===== src/design/cis_pkg.sv =====
/*
  Shared constants, types and helpers of the interrupt sequencer.
  Assumes a single core clock domain and 13-bit word program counters.
*/
`default_nettype none
package cis_pkg;
  localparam int NUM_SRC = 8;
  localparam int SRC_IDX_W = 3;
  localparam int PC_W = 13;
  localparam int SP_W = 16;
  localparam int DATA_W = 8;
  localparam int WB_ADDR_W = 5;
  // Status register layout
  localparam int GIE_BIT = 7;
  localparam int T_BIT = 6;
  localparam int H_BIT = 5;
  localparam int S_BIT = 4;
  localparam int V_BIT = 3;
  localparam int N_BIT = 2;
  localparam int Z_BIT = 1;
  localparam int C_BIT = 0;
  localparam int ALU_FLAG_W = 6;
  localparam logic [DATA_W-1:0] STATUS_RST = 8'h00;
  // Program memory layout
  localparam logic [PC_W-1:0] APP_START = 13'h0000;
  localparam logic [PC_W-1:0] BOOT_START = 13'h1C00;
  localparam logic [PC_W-1:0] VEC_STRIDE = 13'h0002;
  // Source kinds: one bit per source, set for flag type, clear for level
  localparam logic [NUM_SRC-1:0] FLAG_TYPE_MASK = 8'h3F;
  // Sequence lengths in core clock cycles
  localparam int ENTRY_CYCLES = 4;
  localparam int WAKE_CYCLES = 4;
  localparam int RETURN_FROM_IRQ_INSTR_CYCLES = 4;
  localparam logic [SP_W-1:0] SP_RET_STEP = 16'h0002;
  localparam logic [SP_W-1:0] SP_ONE = 16'h0001;

  // Gray codes along wake, entry and return paths
  typedef enum logic [3:0] {
    CIS_IDLE = 4'h0,
    CIS_W0 = 4'h1,
    CIS_W1 = 4'h3,
    CIS_W2 = 4'h2,
    CIS_W3 = 4'h6,
    CIS_E0 = 4'h7,
    CIS_E1 = 4'h5,
    CIS_E2 = 4'h4,
    CIS_E3 = 4'hC,
    CIS_R0 = 4'hD,
    CIS_R1 = 4'hF,
    CIS_R2 = 4'hE,
    CIS_R3 = 4'hA
  } cis_state_e;

  typedef enum logic [2:0] {
    CIS_ADD = 3'h0,
    CIS_SUB = 3'h1,
    CIS_AND = 3'h2,
    CIS_OR = 3'h3,
    CIS_XOR = 3'h4,
    CIS_MOV = 3'h5
  } cis_alu_op_e;

  // Base of a vector table, boot section when selected
  function automatic logic [PC_W-1:0] cis_vec_base(input logic boot_sel);
    return boot_sel ? BOOT_START : APP_START;
  endfunction : cis_vec_base
endpackage : cis_pkg
`default_nettype wire


===== src/design/cis_arb_if.sv =====
/*
  Carrier between the sequencer and its priority arbiter.
  Assumes the arbiter is purely combinational.
*/
`default_nettype none
interface cis_arb_if;
  logic [cis_pkg::NUM_SRC-1:0] req;
  logic relocate;
  logic grant_valid;
  logic [cis_pkg::SRC_IDX_W-1:0] grant_idx;
  logic [cis_pkg::PC_W-1:0] grant_vec;
  modport arb (input req, relocate, output grant_valid, grant_idx, grant_vec);
  modport seq (output req, relocate, input grant_valid, grant_idx, grant_vec);
endinterface : cis_arb_if
`default_nettype wire


===== src/design/cis_alu.sv =====
/*
  Single cycle two operand ALU with result write back and flag outputs.
  Assumes operands are read from the register file in the same cycle.
*/
`default_nettype none
module cis_alu (
  input wire logic mclk_in,
  input wire logic rst_in,
  input wire logic valid_in,
  input wire cis_pkg::cis_alu_op_e op_in,
  input wire logic [cis_pkg::DATA_W-1:0] a_in,
  input wire logic [cis_pkg::DATA_W-1:0] b_in,
  input wire logic [cis_pkg::WB_ADDR_W-1:0] dest_in,
  output logic [cis_pkg::DATA_W-1:0] result_out,
  output logic wb_we_out,
  output logic [cis_pkg::WB_ADDR_W-1:0] wb_addr_out,
  output logic flags_we_out,
  output logic [cis_pkg::ALU_FLAG_W-1:0] flags_out,
  output logic [cis_pkg::ALU_FLAG_W-1:0] flags_mask_out
);
  logic [cis_pkg::DATA_W:0] sum9;
  logic [cis_pkg::DATA_W:0] dif9;
  logic [cis_pkg::DATA_W-1:0] res_nxt;
  logic c_f, h_f, v_f, n_f;

  assign sum9 = {1'b0, a_in} + {1'b0, b_in};
  assign dif9 = {1'b0, a_in} - {1'b0, b_in};

  // Result and flags settle within the issuing cycle
  always_comb begin
    res_nxt = a_in;
    c_f = 1'b0;
    h_f = 1'b0;
    v_f = 1'b0;
    flags_mask_out = 6'h1E;
    unique case (op_in)
      cis_pkg::CIS_ADD: begin
        res_nxt = sum9[7:0];
        c_f = sum9[8];
        h_f = (a_in[3] & b_in[3]) | (b_in[3] & ~res_nxt[3])
            | (~res_nxt[3] & a_in[3]);
        v_f = (a_in[7] & b_in[7] & ~res_nxt[7])
            | (~a_in[7] & ~b_in[7] & res_nxt[7]);
        flags_mask_out = 6'h3F;
      end
      cis_pkg::CIS_SUB: begin
        res_nxt = dif9[7:0];
        c_f = dif9[8];
        h_f = (~a_in[3] & b_in[3]) | (b_in[3] & res_nxt[3])
            | (res_nxt[3] & ~a_in[3]);
        v_f = (a_in[7] & ~b_in[7] & ~res_nxt[7])
            | (~a_in[7] & b_in[7] & res_nxt[7]);
        flags_mask_out = 6'h3F;
      end
      cis_pkg::CIS_AND: res_nxt = a_in & b_in;
      cis_pkg::CIS_OR: res_nxt = a_in | b_in;
      cis_pkg::CIS_XOR: res_nxt = a_in ^ b_in;
      // A move leaves every flag alone
      cis_pkg::CIS_MOV: begin
        res_nxt = b_in;
        flags_mask_out = 6'h00;
      end
      default: res_nxt = a_in;
    endcase
  end

  assign n_f = res_nxt[7];
  assign flags_we_out = valid_in;
  assign flags_out = {h_f, n_f ^ v_f, v_f, n_f, ~|res_nxt, c_f};

  // Write back lands on the edge that closes the issuing cycle
  always_ff @(posedge mclk_in or posedge rst_in) begin
    if (rst_in) begin
      result_out <= 8'h00;
      wb_we_out <= 1'b0;
      wb_addr_out <= 5'h00;
    end else begin
      result_out <= res_nxt;
      wb_we_out <= valid_in;
      wb_addr_out <= dest_in;
    end
  end
endmodule : cis_alu
`default_nettype wire


===== src/design/cis_arbiter.sv =====
/*
  Fixed priority arbiter and vector address generator.
  Assumes request bit 0 is the external request zero, the highest source.
*/
`default_nettype none
module cis_arbiter (
  cis_arb_if.arb arb_if
);
  // Lowest index wins, which is also the lowest vector address
  function automatic logic [cis_pkg::SRC_IDX_W-1:0] cis_first_set(
      input logic [cis_pkg::NUM_SRC-1:0] v);
    logic [cis_pkg::SRC_IDX_W-1:0] idx;
    idx = '0;
    for (int i = cis_pkg::NUM_SRC - 1; i >= 0; i--) begin
      if (v[i]) begin
        idx = i[cis_pkg::SRC_IDX_W-1:0];
      end
    end
    return idx;
  endfunction : cis_first_set

  logic [cis_pkg::SRC_IDX_W-1:0] idx;
  logic [cis_pkg::PC_W-1:0] slot;

  // Slot 0 belongs to reset, so source n sits in slot n + 1
  assign idx = cis_first_set(arb_if.req);
  assign slot = cis_pkg::PC_W'(idx) + cis_pkg::PC_W'(1);
  assign arb_if.grant_valid = |arb_if.req;
  assign arb_if.grant_idx = idx;
  assign arb_if.grant_vec = cis_pkg::cis_vec_base(arb_if.relocate)
      + cis_pkg::PC_W'(slot * cis_pkg::VEC_STRIDE);
endmodule : cis_arbiter
`default_nettype wire


===== src/design/cpu_interrupt_sequencer.sv =====
/*
  Interrupt and reset sequencer of an 8-bit core: flags, gating,
  priority dispatch, entry and return sequences, stack pointer and
  status register, plus the single cycle ALU.
  Assumes the pipeline pulses instr_done_in on the last cycle of every
  instruction, presents the return address on pc_in, and returns stack
  read data one cycle after stack_re_out.
*/
// Operation
// - Core runs straight on the input clock
// - Two register ALU operation completes in one cycle
// - Reset and each source own a vector
// - Take only when local and global enables set
// - Boot lock bits suppress interrupts by PC region
// - Lower vector wins; reset first, source zero next
// - Relocate select moves vectors to boot section
// - Boot fuse moves reset vector to boot section
// - Accepting an interrupt clears global enable
// - Global enable set in handler allows nesting
// - Hardware clears flag when vectoring to handler
// - Writing one clears flag, zero keeps it
// - Disabled flag stays latched until enabled or cleared
// - Flags kept while globally off, served by priority
// - Level request only while its condition holds
// - One instruction runs after return before service
// - Global disable blocks even simultaneous interrupts
// - Instruction after global enable runs before service
// - Entry takes four cycles pushing the PC
// - Multi-cycle instruction finishes before entry
// - Wake from sleep adds four entry cycles
// - Return takes four cycles, pops PC, sets enable
// - Global enable is status bit 7, reset zero
// - Entry push lowers stack pointer by two
`default_nettype none
module cpu_interrupt_sequencer (
  input wire logic mclk_in,
  input wire logic rst_in,
  input wire logic [cis_pkg::NUM_SRC-1:0] src_req_in,
  input wire logic [cis_pkg::NUM_SRC-1:0] src_enable_in,
  input wire logic flag_clear_wr_in,
  input wire logic [cis_pkg::NUM_SRC-1:0] flag_clear_data_in,
  input wire logic vector_relocate_select_in,
  input wire logic reset_vector_boot_fuse_in,
  input wire logic boot_lock_app_bit_in,
  input wire logic boot_lock_boot_bit_in,
  input wire logic [cis_pkg::PC_W-1:0] pc_in,
  input wire logic instr_done_in,
  input wire logic instr_sei_in,
  input wire logic global_irq_disable_instr_in,
  input wire logic return_from_irq_instr_in,
  input wire logic sleep_in,
  input wire logic status_wr_in,
  input wire logic [cis_pkg::DATA_W-1:0] status_wr_data_in,
  input wire logic sp_wr_in,
  input wire logic [cis_pkg::SP_W-1:0] sp_wr_data_in,
  input wire logic [cis_pkg::DATA_W-1:0] stack_rdata_in,
  input wire logic alu_valid_in,
  input wire cis_pkg::cis_alu_op_e alu_op_in,
  input wire logic [cis_pkg::DATA_W-1:0] alu_a_in,
  input wire logic [cis_pkg::DATA_W-1:0] alu_b_in,
  input wire logic [cis_pkg::WB_ADDR_W-1:0] alu_dest_in,
  output logic pc_load_out,
  output logic [cis_pkg::PC_W-1:0] pc_load_addr_out,
  output logic stall_out,
  output logic stack_we_out,
  output logic stack_re_out,
  output logic [cis_pkg::SP_W-1:0] stack_addr_out,
  output logic [cis_pkg::DATA_W-1:0] stack_wdata_out,
  output logic [cis_pkg::SP_W-1:0] sp_out,
  output logic [cis_pkg::DATA_W-1:0] status_flags_reg_out,
  output logic [cis_pkg::NUM_SRC-1:0] flags_out,
  output logic irq_ack_out,
  output logic [cis_pkg::SRC_IDX_W-1:0] irq_ack_id_out,
  output logic wake_out,
  output logic [cis_pkg::DATA_W-1:0] alu_result_out,
  output logic alu_wb_we_out,
  output logic [cis_pkg::WB_ADDR_W-1:0] alu_wb_addr_out
);
  cis_pkg::cis_state_e state_r;
  logic [cis_pkg::DATA_W-1:0] status_flags_reg_r;
  logic [cis_pkg::DATA_W-1:0] status_flags_reg_nxt;
  logic [cis_pkg::SP_W-1:0] sp_r;
  logic [cis_pkg::NUM_SRC-1:0] flag_r;
  logic [cis_pkg::NUM_SRC-1:0] flag_set;
  logic [cis_pkg::NUM_SRC-1:0] flag_clr;
  logic [cis_pkg::NUM_SRC-1:0] pending;
  logic [cis_pkg::SRC_IDX_W-1:0] idx_r;
  logic [cis_pkg::PC_W-1:0] vec_r;
  logic [cis_pkg::PC_W-1:0] ret_pc_r;
  logic boot_done_r;
  logic inhibit_r;
  logic gie_eff;
  logic suppress;
  logic pc_in_boot;
  logic take;
  logic return_from_irq_instr_go;
  logic enter_e0;
  logic alu_flags_we;
  logic [cis_pkg::ALU_FLAG_W-1:0] alu_flags;
  logic [cis_pkg::ALU_FLAG_W-1:0] alu_flags_mask;

  cis_arb_if arb ();

  // Every process below runs on mclk_in itself, no divided clock
  cis_arbiter u_arbiter (
    .arb_if(arb.arb)
  );

  cis_alu u_alu (
    .mclk_in(mclk_in),
    .rst_in(rst_in),
    .valid_in(alu_valid_in),
    .op_in(alu_op_in),
    .a_in(alu_a_in),
    .b_in(alu_b_in),
    .dest_in(alu_dest_in),
    .result_out(alu_result_out),
    .wb_we_out(alu_wb_we_out),
    .wb_addr_out(alu_wb_addr_out),
    .flags_we_out(alu_flags_we),
    .flags_out(alu_flags),
    .flags_mask_out(alu_flags_mask)
  );

  // Flag sources use the latch, level sources bypass it
  for (genvar i = 0; i < cis_pkg::NUM_SRC; i++) begin : g_pend
    if (cis_pkg::FLAG_TYPE_MASK[i]) begin : g_flag
      assign pending[i] = flag_r[i];
    end else begin : g_level
      assign pending[i] = src_req_in[i];
    end
  end

  assign arb.req = pending & src_enable_in;
  assign arb.relocate = vector_relocate_select_in;

  // Lock bits forbid vectoring into the other section's table
  assign pc_in_boot = pc_in >= cis_pkg::BOOT_START;
  assign suppress = (boot_lock_app_bit_in & ~pc_in_boot
      & vector_relocate_select_in)
      | (boot_lock_boot_bit_in & pc_in_boot & ~vector_relocate_select_in);

  // A disable in this very cycle already masks the request
  assign gie_eff = status_flags_reg_r[cis_pkg::GIE_BIT]
      & ~global_irq_disable_instr_in;

  // Entry starts only at an instruction boundary, or from sleep
  assign take = state_r == cis_pkg::CIS_IDLE && boot_done_r
      && arb.grant_valid && gie_eff && !inhibit_r
      && !suppress && !return_from_irq_instr_in
      && (instr_done_in || sleep_in);
  assign return_from_irq_instr_go = state_r == cis_pkg::CIS_IDLE && boot_done_r
      && return_from_irq_instr_in;
  assign enter_e0 = (take && !sleep_in) || state_r == cis_pkg::CIS_W3;

  // Sequence state: wake padding, entry push, return pop
  always_ff @(posedge mclk_in or posedge rst_in) begin
    if (rst_in) begin
      state_r <= cis_pkg::CIS_IDLE;
    end else begin
      unique case (state_r)
        cis_pkg::CIS_IDLE: begin
          if (return_from_irq_instr_go) begin
            state_r <= cis_pkg::CIS_R0;
          end else if (take && sleep_in) begin
            state_r <= cis_pkg::CIS_W0;
          end else if (take) begin
            state_r <= cis_pkg::CIS_E0;
          end
        end
        cis_pkg::CIS_W0: state_r <= cis_pkg::CIS_W1;
        cis_pkg::CIS_W1: state_r <= cis_pkg::CIS_W2;
        cis_pkg::CIS_W2: state_r <= cis_pkg::CIS_W3;
        cis_pkg::CIS_W3: state_r <= cis_pkg::CIS_E0;
        cis_pkg::CIS_E0: state_r <= cis_pkg::CIS_E1;
        cis_pkg::CIS_E1: state_r <= cis_pkg::CIS_E2;
        cis_pkg::CIS_E2: state_r <= cis_pkg::CIS_E3;
        cis_pkg::CIS_E3: state_r <= cis_pkg::CIS_IDLE;
        cis_pkg::CIS_R0: state_r <= cis_pkg::CIS_R1;
        cis_pkg::CIS_R1: state_r <= cis_pkg::CIS_R2;
        cis_pkg::CIS_R2: state_r <= cis_pkg::CIS_R3;
        cis_pkg::CIS_R3: state_r <= cis_pkg::CIS_IDLE;
        default: state_r <= cis_pkg::CIS_IDLE;
      endcase
    end
  end

  // Winner, its vector and the return address are frozen on accept
  always_ff @(posedge mclk_in or posedge rst_in) begin
    if (rst_in) begin
      idx_r <= 3'h0;
      vec_r <= 13'h0000;
      ret_pc_r <= 13'h0000;
    end else if (take) begin
      idx_r <= arb.grant_idx;
      vec_r <= arb.grant_vec;
      ret_pc_r <= pc_in;
    end else if (state_r == cis_pkg::CIS_R1) begin
      ret_pc_r[12:8] <= stack_rdata_in[4:0];
    end else if (state_r == cis_pkg::CIS_R2) begin
      ret_pc_r[7:0] <= stack_rdata_in;
    end
  end

  // Reset vector is fetched once, on the first edge after release
  always_ff @(posedge mclk_in or posedge rst_in) begin
    if (rst_in) begin
      boot_done_r <= 1'b0;
    end else begin
      boot_done_r <= 1'b1;
    end
  end

  // Program counter loads: reset vector, handler vector, return
  always_ff @(posedge mclk_in or posedge rst_in) begin
    if (rst_in) begin
      pc_load_out <= 1'b0;
      pc_load_addr_out <= 13'h0000;
    end else if (!boot_done_r) begin
      pc_load_out <= 1'b1;
      pc_load_addr_out <=
          cis_pkg::cis_vec_base(reset_vector_boot_fuse_in);
    end else if (state_r == cis_pkg::CIS_E3) begin
      pc_load_out <= 1'b1;
      pc_load_addr_out <= vec_r;
    end else if (state_r == cis_pkg::CIS_R3) begin
      pc_load_out <= 1'b1;
      pc_load_addr_out <= ret_pc_r;
    end else begin
      pc_load_out <= 1'b0;
    end
  end

  // Pipeline holds while any sequence owns the stack
  always_ff @(posedge mclk_in or posedge rst_in) begin
    if (rst_in) begin
      stall_out <= 1'b0;
    end else if (take || return_from_irq_instr_go) begin
      stall_out <= 1'b1;
    end else if (state_r == cis_pkg::CIS_E3
        || state_r == cis_pkg::CIS_R3) begin
      stall_out <= 1'b0;
    end
  end

  // Only the PC is stacked; status is left to the handler
  always_ff @(posedge mclk_in or posedge rst_in) begin
    if (rst_in) begin
      stack_we_out <= 1'b0;
      stack_re_out <= 1'b0;
      stack_addr_out <= 16'h0000;
      stack_wdata_out <= 8'h00;
    end else if (enter_e0) begin
      stack_we_out <= 1'b1;
      stack_addr_out <= sp_r;
      stack_wdata_out <= ret_pc_r[7:0];
      if (take) begin
        stack_wdata_out <= pc_in[7:0];
      end
    end else if (state_r == cis_pkg::CIS_E0) begin
      stack_addr_out <= sp_r - cis_pkg::SP_ONE;
      stack_wdata_out <= {3'h0, ret_pc_r[12:8]};
    end else if (return_from_irq_instr_go) begin
      stack_re_out <= 1'b1;
      stack_addr_out <= sp_r + cis_pkg::SP_ONE;
    end else if (state_r == cis_pkg::CIS_R0) begin
      stack_addr_out <= sp_r + cis_pkg::SP_RET_STEP;
    end else begin
      stack_we_out <= 1'b0;
      stack_re_out <= 1'b0;
    end
  end

  // Stack grows downward: minus two on entry, plus two on return
  always_ff @(posedge mclk_in or posedge rst_in) begin
    if (rst_in) begin
      sp_r <= 16'h0000;
    end else if (state_r == cis_pkg::CIS_E0) begin
      sp_r <= sp_r - cis_pkg::SP_RET_STEP;
    end else if (state_r == cis_pkg::CIS_R3) begin
      sp_r <= sp_r + cis_pkg::SP_RET_STEP;
    end else if (sp_wr_in) begin
      sp_r <= sp_wr_data_in;
    end
  end

  assign sp_out = sp_r;

  // Later lines win: accept clearing enable beats everything
  always_comb begin
    status_flags_reg_nxt = status_flags_reg_r;
    if (alu_flags_we) begin
      status_flags_reg_nxt[5:0] = (status_flags_reg_r[5:0]
          & ~alu_flags_mask) | (alu_flags & alu_flags_mask);
    end
    if (status_wr_in) begin
      status_flags_reg_nxt = status_wr_data_in;
    end
    if (instr_sei_in) begin
      status_flags_reg_nxt[cis_pkg::GIE_BIT] = 1'b1;
    end
    if (global_irq_disable_instr_in) begin
      status_flags_reg_nxt[cis_pkg::GIE_BIT] = 1'b0;
    end
    if (state_r == cis_pkg::CIS_R3) begin
      status_flags_reg_nxt[cis_pkg::GIE_BIT] = 1'b1;
    end
    if (take) begin
      status_flags_reg_nxt[cis_pkg::GIE_BIT] = 1'b0;
    end
  end

  always_ff @(posedge mclk_in or posedge rst_in) begin
    if (rst_in) begin
      status_flags_reg_r <= cis_pkg::STATUS_RST;
    end else begin
      status_flags_reg_r <= status_flags_reg_nxt;
    end
  end

  assign status_flags_reg_out = status_flags_reg_r;

  // Guard of one instruction after a return or a fresh enable
  always_ff @(posedge mclk_in or posedge rst_in) begin
    if (rst_in) begin
      inhibit_r <= 1'b0;
    end else if (state_r == cis_pkg::CIS_R3) begin
      inhibit_r <= 1'b1;
    end else if (instr_sei_in
        && !status_flags_reg_r[cis_pkg::GIE_BIT]) begin
      inhibit_r <= 1'b1;
    end else if (instr_done_in) begin
      inhibit_r <= 1'b0;
    end
  end

  // New events win over both kinds of clear in the same cycle
  assign flag_set = src_req_in & cis_pkg::FLAG_TYPE_MASK;
  assign flag_clr = (flag_clear_wr_in ? flag_clear_data_in : 8'h00)
      | (state_r == cis_pkg::CIS_E3 ?
         (cis_pkg::FLAG_TYPE_MASK & (8'h01 << idx_r)) : 8'h00);

  always_ff @(posedge mclk_in or posedge rst_in) begin
    if (rst_in) begin
      flag_r <= 8'h00;
    end else begin
      flag_r <= (flag_r & ~flag_clr) | flag_set;
    end
  end

  assign flags_out = flag_r;

  // Accept pulse, winner id and wake indication
  always_ff @(posedge mclk_in or posedge rst_in) begin
    if (rst_in) begin
      irq_ack_out <= 1'b0;
      irq_ack_id_out <= 3'h0;
      wake_out <= 1'b0;
    end else begin
      irq_ack_out <= take;
      wake_out <= take && sleep_in;
      if (take) begin
        irq_ack_id_out <= arb.grant_idx;
      end
    end
  end
endmodule : cpu_interrupt_sequencer
`default_nettype wire


===== config.mk =====
export PLATFORM = sky130hd
export DESIGN_NAME = cpu_interrupt_sequencer
export DESIGN_NICKNAME = d
export VERILOG_FILES = /design/src/design/cis_pkg.sv /design/src/design/cis_arb_if.sv /design/src/design/cis_alu.sv /design/src/design/cis_arbiter.sv /design/src/design/cpu_interrupt_sequencer.sv
export SDC_FILE = /design/constraint.sdc
export NUM_CORES = 1
export LEC_CHECK = 0
export ABC_AREA = 1
export BUFFER_PORTS_ARGS = -buffer_cell sky130_fd_sc_hd__buf_2
export CAP_MARGIN = 10
export CORE_MARGIN = 2
export CORE_UTILIZATION = 35
export DETAILED_ROUTE_END_ITERATION = 10
export PLACE_DENSITY_LB_ADDON = 0.12
export RECOVER_POWER = 100
export SYNTH_ARGS = -nofsm -noshare
export SYNTH_HDL_FRONTEND = slang
export SYNTH_HIERARCHICAL = 1
export SYNTH_SLANG_ARGS = --single-unit

===== constraint.sdc =====
create_clock -name mclk_in -period 3.7 [get_ports mclk_in]
set_clock_uncertainty 0.15 [all_clocks]
set_input_delay 0.74 -clock mclk_in [delete_from_list [all_inputs] [get_ports mclk_in]]
set_output_delay 0.74 -clock mclk_in [all_outputs]
set_load 0.02 [all_outputs]

==> reports/metrics.cfg, run 1 <==
[critical_path]
critical-path-top-delay-family = simple AND/OR/NAND/NOR gates
crit_required_ps = 3900
start_kind = flop
critPathMaxStageDelay_ps = 820
critical_path_arrival_ps = 3200
path_class = flop to flop
cp_slowest_cell = clkbuf_1
end_kind = flop
crit_fanout = 20
cp-startpoint = state_r[2]
crit_top_cell = nand3_1
r2r-start = state_r[2]
cp.buffers_inverters = 1
crit_chain = nor2_2, nand3_4, nor2_1, nor2_4, nand3_1, clkbuf_1, nand3_1, nand2_1

[detailed_routing]
drtIter0Drc = 635
drc_errors = 0
antenna_left = 0
drt-pass1-iter-count = 7
vias = 9170
wl_um = 29270
routed_via_density = 4.943
routedWlPerCell_um = 15.78

[timing]
slew_violations = 0
tightestPinTransition_ps = 1455
rsz0062_at_grt = no
setup_violations = 0
max_slew_margin = 0.02435
fin_hold_ws_ps = 243.7
fmax_ghz = 0.3324
min_period_ps = 3008
setup_tns_ps = 0
hold_viol = 0
min_period_over_period = 0.8130

[clocking]
clock_latency_ps = 420
htree_levels = 4
cts_buffers = 17
clockBufferDepth = 2
cts_tree = built
clockRootBuffer = clkbuf_16
cts_resized = 0
cts_num_sinks = 124
clk_pin_slew_ps = 60
cts_setup_buffers = 0
postCtsHoldBufs = 0

[global_routing]
gr-total-overflow = 0
grt_max_degree = 43
antenna_found_initial = 1
grt_pass1_vias = 8694
grt_first_pass_wirelength_um = 46370
grt_usage = 0.2199

[synth]
synth_cells = 1347
yosys-top-cells-area = dfrtp_1 34%, nand2_1 18%, nand3_1 7.1%
synth_edf_count = 0
synth_warnings = 6
ys_seq_area_frac = 0.3405
synth_cell_type_count = 52
synth-async-reset-ratio = 1.000
ys_seq_elements = 124
synth_area_um2 = 9112
netlist.area_leader.share = 0.3405
synth_area_leader_cell = dfrtp_1
ys.flop_type = dfrtp_1
avgSynthCellArea_um2 = 6.765

[hold_path]
hold_class = input pin to async pin

[cells_and_area]
antenna_cells = 0
drive_gt1_frac = 0.1151
fillCellCount = 2892
synthToLayoutAreaGrowth_pct = 16.49
fin_nets = 1652

[place]
port_buffers = 199
dp_hpwl_um = 21770
gp_congestion = 0.8986

[run]
maxCapViolCount = 0

[pwr]
p_per_area_nw_per_um2 = 713.8
combPwrFrac = 0.443
p_int_mw = 4.011
power_switching_mw = 3.566
clockPowerShare = 0.252
p_total_mw = 7.578
seq_power_share = 0.305
switching_share = 0.4707
p_leak_nw = 5.537
ir_drop_mv = 0.2977

[die]
ios = 200
dieArea_um2 = 27340
die_h_um = 165.4
chipWidth_um = 165.4
start_util = 0.3527
core_area_um2 = 25840
rows = 59

[status]
status = finished clean

==> worst paths after layout <==
path	to	slack [ps]	cells past startpoint
max	stack_addr_out[2]	690	8
min	u_alu/wb_addr_out[0]	240	2
max reg2reg	stack_addr_out[2]	690	8
min reg2reg	vec_r[9]	330	2
max in group asynchronous	ret_pc_r[7]	1220	3
min in group mclk_in	u_alu/wb_addr_out[2]	280	1
==> through the flow <==
step | util | setup WS (ps) | instances | cell area, µm²
2_1_floorplan | - | 840.9 | 1352 | 9135
3_3_place_gp | 0.3940 | 511.5 | 1824 | 10180
3_5_place_dp | 0.3940 | 450.5 | 1824 | 10180
4_1_cts | 0.4195 | 901.9 | 1855 | 10840
5_1_grt | 0.4108 | 395.1 | 1855 | 10620
6_report | 0.4108 | 692.0 | 1855 | 10620
==> cells by family after synthesis <==
| kind of cell | share of synthesized area |
|---|---|
| AND/OR/NAND/NOR | 0.3604 |
| buffers and inverters | 0.1197 |
| AO/OA/AOI/OAI | 0.1067 |
| flip-flops | 0.3405 |
| adder cells (fa/ha/maj) | 0.05273 |
| XOR/XNOR | 0.01249 |
| multiplexers | 0.006591 |
| other | 0.0008241 |
==> worst reg2reg max path: stages (launching register included) <==
cell and delay [ps]:
dfrtp_1 440, nor2_2 210, nand3_4 90, nor2_1 510
nor2_4 190, nand3_1 130, clkbuf_1 820, nand3_1 290
nand2_1 120
==> final cells by class <==
| cell class | instances | area, µm² | area share |
|---|---|---|---|
| Timing Repair Buffer | 207 | 918.4 | 0.08652 |
| Tap cell | 335 | 419.2 | 0.03949 |
| Multi-Input combinational cell | 989 | 4880 | 0.4597 |
| Sequential cell | 124 | 3103 | 0.2923 |
| Clock buffer | 17 | 425.4 | 0.04008 |
| Inverter | 169 | 638.1 | 0.06011 |
| Clock inverter | 14 | 231.5 | 0.02181 |
==> power groups by stage <==
stage          sequential, mW  clock (mW)  combinational, mW
2_1_floorplan            2.44           0               2.32
3_3_place_gp             2.33           0               3.45
3_5_place_dp             2.32           0               3.48
4_1_cts                  2.30        1.96               3.50
5_1_grt                  2.38        2.02               3.82
6_report                 2.31        1.91               3.36
==> registers in the layout, indices dropped and copies added (netlist names), named ones only <==
signal and count:
wake_out 1, inhibit_r 1, status_flags_reg_out 2, pc_load_addr_out 13, stall_out 1, stack_addr_out 16, stack_wdata_out 8, pc_load_out 1
stack_we_out 1, u_alu/result_out 8, irq_ack_out 1, stack_re_out 1, state_r 4, flags_out 8, sp_out 16, u_alu/wb_we_out 1
u_alu/wb_addr_out 5, boot_done_r 1, ret_pc_r 13, irq_ack_id_out 3, vec_r 13
==> layer usage <==
| metal | track usage | share of wire | up-vias |
|---|---|---|---|
| met3 | 0.04496 | 0.058 | 34 |
| met5 | 0 | 0.00044 | - |
| li1 | - | - | 4614 |
| met1 | 0.2991 | 0.47 | 4242 |
| met2 | 0.3530 | 0.45 | 278 |
| met4 | 0.06583 | 0.017 | 2 |
==> cells in the mapped netlist (7+ instances only) <==
cell / n
nand2_1: 444
buf_2: 21
o21ai_0: 63
ha_1: 32
nand4_1: 30
clkbuf_1: 8
dfrtp_1: 124
nand3_1: 129
o21ai_1: 11
nor2_4: 8
inv_2: 8
a31oi_1: 8
o22ai_1: 7
xor2_1: 12
inv_1: 156
o211ai_1: 9
a21oi_1: 48
nor2_2: 9
buf_4: 34
nor2_1: 115
==> cells in the final DEF, fill, tap and decap left out, types with 7 or more instances in the layout <==
| cell | netlist | final |
|---|---|---|
| clkbuf_1 | 8 | 102 |
| o21ai_0 | 63 | 69 |
| dfrtp_1 | 124 | 124 |
| xor2_1 | 12 | 12 |
| a21oi_1 | 48 | 48 |
| clkbuf_16 | 0 | 17 |
| inv_1 | 156 | 157 |
| ha_1 | 32 | 32 |
| nand4_1 | 30 | 31 |
| nand2_1 | 444 | 447 |
| conb_1 | 2 | 7 |
| buf_2 | 21 | 99 |
| o22ai_1 | 7 | 7 |
| a31oi_1 | 8 | 8 |
| nand3_1 | 129 | 130 |
| o211ai_1 | 9 | 9 |
| nor2_1 | 115 | 118 |
| nor2_2 | 9 | 9 |
Note: power is estimated with default switching activity, not from simulation.
==> run 2, diff against run 1 <==
==> constraint.sdc (replaced) <==
create_clock -name mclk_in -period 2.7 [get_ports mclk_in]
set_clock_uncertainty 0.15 [all_clocks]
set_input_delay 0.54 -clock mclk_in [delete_from_list [all_inputs] [get_ports mclk_in]]
set_output_delay 0.54 -clock mclk_in [all_outputs]
set_load 0.02 [all_outputs]
==> reports/metrics.cfg, run 2 (synthesized netlist as in run 1, its figures left out) <==
[status]
status = finished clean

[critical_path]
critPathMaxStageDelay_ps = 670
crit_fanout = 14
cp_slowest_cell = nor2_2
cp.buffers_inverters = 0
path_class = flop to flop
crit_chain = nor2_2, nand3_4, nor2_2, nor2_1, a21oi_1, nand2_1, nand3_1, nand2_1
critical_path_arrival_ps = 2610
critical-path-top-delay-family = simple AND/OR/NAND/NOR gates
crit_required_ps = 2850
start_kind = flop
end_kind = flop

[timing]
hold_viol = 0
fin_hold_ws_ps = 83.50
tightestPinTransition_ps = 1065
setup_tns_ps = 0
fmax_ghz = 0.4058
min_period_ps = 2464
min_period_over_period = 0.9126
rsz0062_at_grt = no
setup_violations = 0
max_slew_margin = 0.2902
slew_violations = 0

[cells_and_area]
synthToLayoutAreaGrowth_pct = 19.91
most-common-layout-cells = 448 x nand2_1, 156 x inv_1, 129 x nand3_1
layout_commonest_cell = nand2_1
antenna_cells = 0
fin_nets = 1693
fin_util = 0.4229
fillCellCount = 2884
drive_gt1_frac = 0.1409

[detailed_routing]
drtIter0Drc = 661
routed_via_density = 4.909
drt-pass1-iter-count = 5
antenna_left = 0
routedWlPerCell_um = 15.57
vias = 9307
wl_um = 29530
drc_errors = 0

[pwr]
switching_share = 0.4744
p_int_mw = 5.417
seq_power_share = 0.306
power_switching_mw = 4.889
ir_drop_mv = 0.4932
combPwrFrac = 0.464
p_leak_nw = 5.702
p_per_area_nw_per_um2 = 943.2
clockPowerShare = 0.229

[place]
dp_hpwl_um = 22780
gp_congestion = 0.8761
port_buffers = 199

[clocking]
htree_levels = 4
clk_pin_slew_ps = 60
clock_latency_ps = 420
cts_tree = built
clockRootBuffer = clkbuf_16
clockBufferDepth = 2
cts_buffers = 17
cts_num_sinks = 124

[global_routing]
grt_first_pass_wirelength_um = 46980
grt_pass1_vias = 8931
antenna_found_initial = 2
grt_max_degree = 37
grt_usage = 0.2208
gr-total-overflow = 0

[die]
dieArea_um2 = 27340
start_util = 0.3527
die_h_um = 165.4
core_area_um2 = 25840
chipWidth_um = 165.4
ios = 200
rows = 59

[run]
maxCapViolCount = 0

[hold_path]
hold_class = input pin to flop

==> run 2: cell count changes in the layout (fill, tap and decap cells not counted), moves of 2 or more <==
cell	previous run	this run
nor2_4	5	7
nor2_1	118	115
buf_2	99	101
buf_12	0	2
inv_6	5	2
o21ai_0	69	66
clkinvlp_4	0	2
bufinv_16	5	3
clkinv_2	0	2
buf_4	4	35
o21ai_1	6	8
clkbuf_4	0	4
==> run 2: worst paths after layout <==
kind,start,endpoint,slack [ps],cells past startpoint
setup / recovery,state_r[2],stack_addr_out[2],240,8
hold / removal,alu_dest_in[4],u_alu/wb_addr_out[4],80,1
setup reg to reg,state_r[2],stack_addr_out[2],240,8
hold reg to reg,vec_r[10],vec_r[10],320,2
max in group asynchronous,rst_in,irq_ack_id_out[0],400,4
min in group asynchronous,rst_in,u_alu/result_out[1],600,3
==> run 2: layout make-up <==
type	count	area [µm²]	area share
Clock buffer	18	429.2	0.03928
Clock inverter	13	167.7	0.01534
Timing Repair Buffer	248	1246	0.1141
Multi-Input combinational cell	989	4923	0.4506
Sequential cell	124	3103	0.2840
Tap cell	335	419.2	0.03836
Inverter	169	638.1	0.05840
==> run 2: stage by stage <==
stage | worst slack (ps) | power [mW] | std cells | area, µm²
2_1_floorplan | 40.90 | 6.517 | 1352 | 9135
3_3_place_gp | -180.0 | 8.047 | 1864 | 10510
3_5_place_dp | -236.9 | 8.099 | 1864 | 10510
4_1_cts | 217.9 | 10.52 | 1896 | 11110
5_1_grt | 8.103 | 11.19 | 1896 | 10930
6_report | 236.0 | 10.31 | 1896 | 10930
==> run 2: worst register-to-register path: stages (launching register included) <==
cell	delay, ps
dfrtp_1	440
nor2_2	210
nand3_4	110
nor2_2	670
nor2_1	290
a21oi_1	220
nand2_1	60
nand3_1	140
nand2_1	60
==> run 2: power by group through the flow <==
| stage | sequential (mW) | clock [mW] | combinational [mW] |
|---|---|---|---|
| floorplan | 3.34 | 0 | 3.18 |
| global route | 3.25 | 2.51 | 5.43 |
| finish | 3.16 | 2.36 | 4.79 |
| CTS | 3.14 | 2.42 | 4.95 |
| global placement | 3.16 | 0 | 4.88 |
| detailed placement | 3.17 | 0 | 4.93 |
==> run 2: repair_timing <==
action,CTS,global route
gates resized for setup,0,3
setup buffers,0,0
endpoints found under the setup margin,0,1
hold buffers,1,0
endpoints found under the hold margin,5,0
==> run 2: metal layers <==
layer	vias up	GRT usage	wire, µm	share of wire
li1	4680	-	-	-
met1	4341	0.2987	13860	0.47
met2	247	0.3619	13640	0.46
met3	35	0.03871	1550	0.052
met4	4	0.06426	458	0.016
met5	-	0	27	0.00091
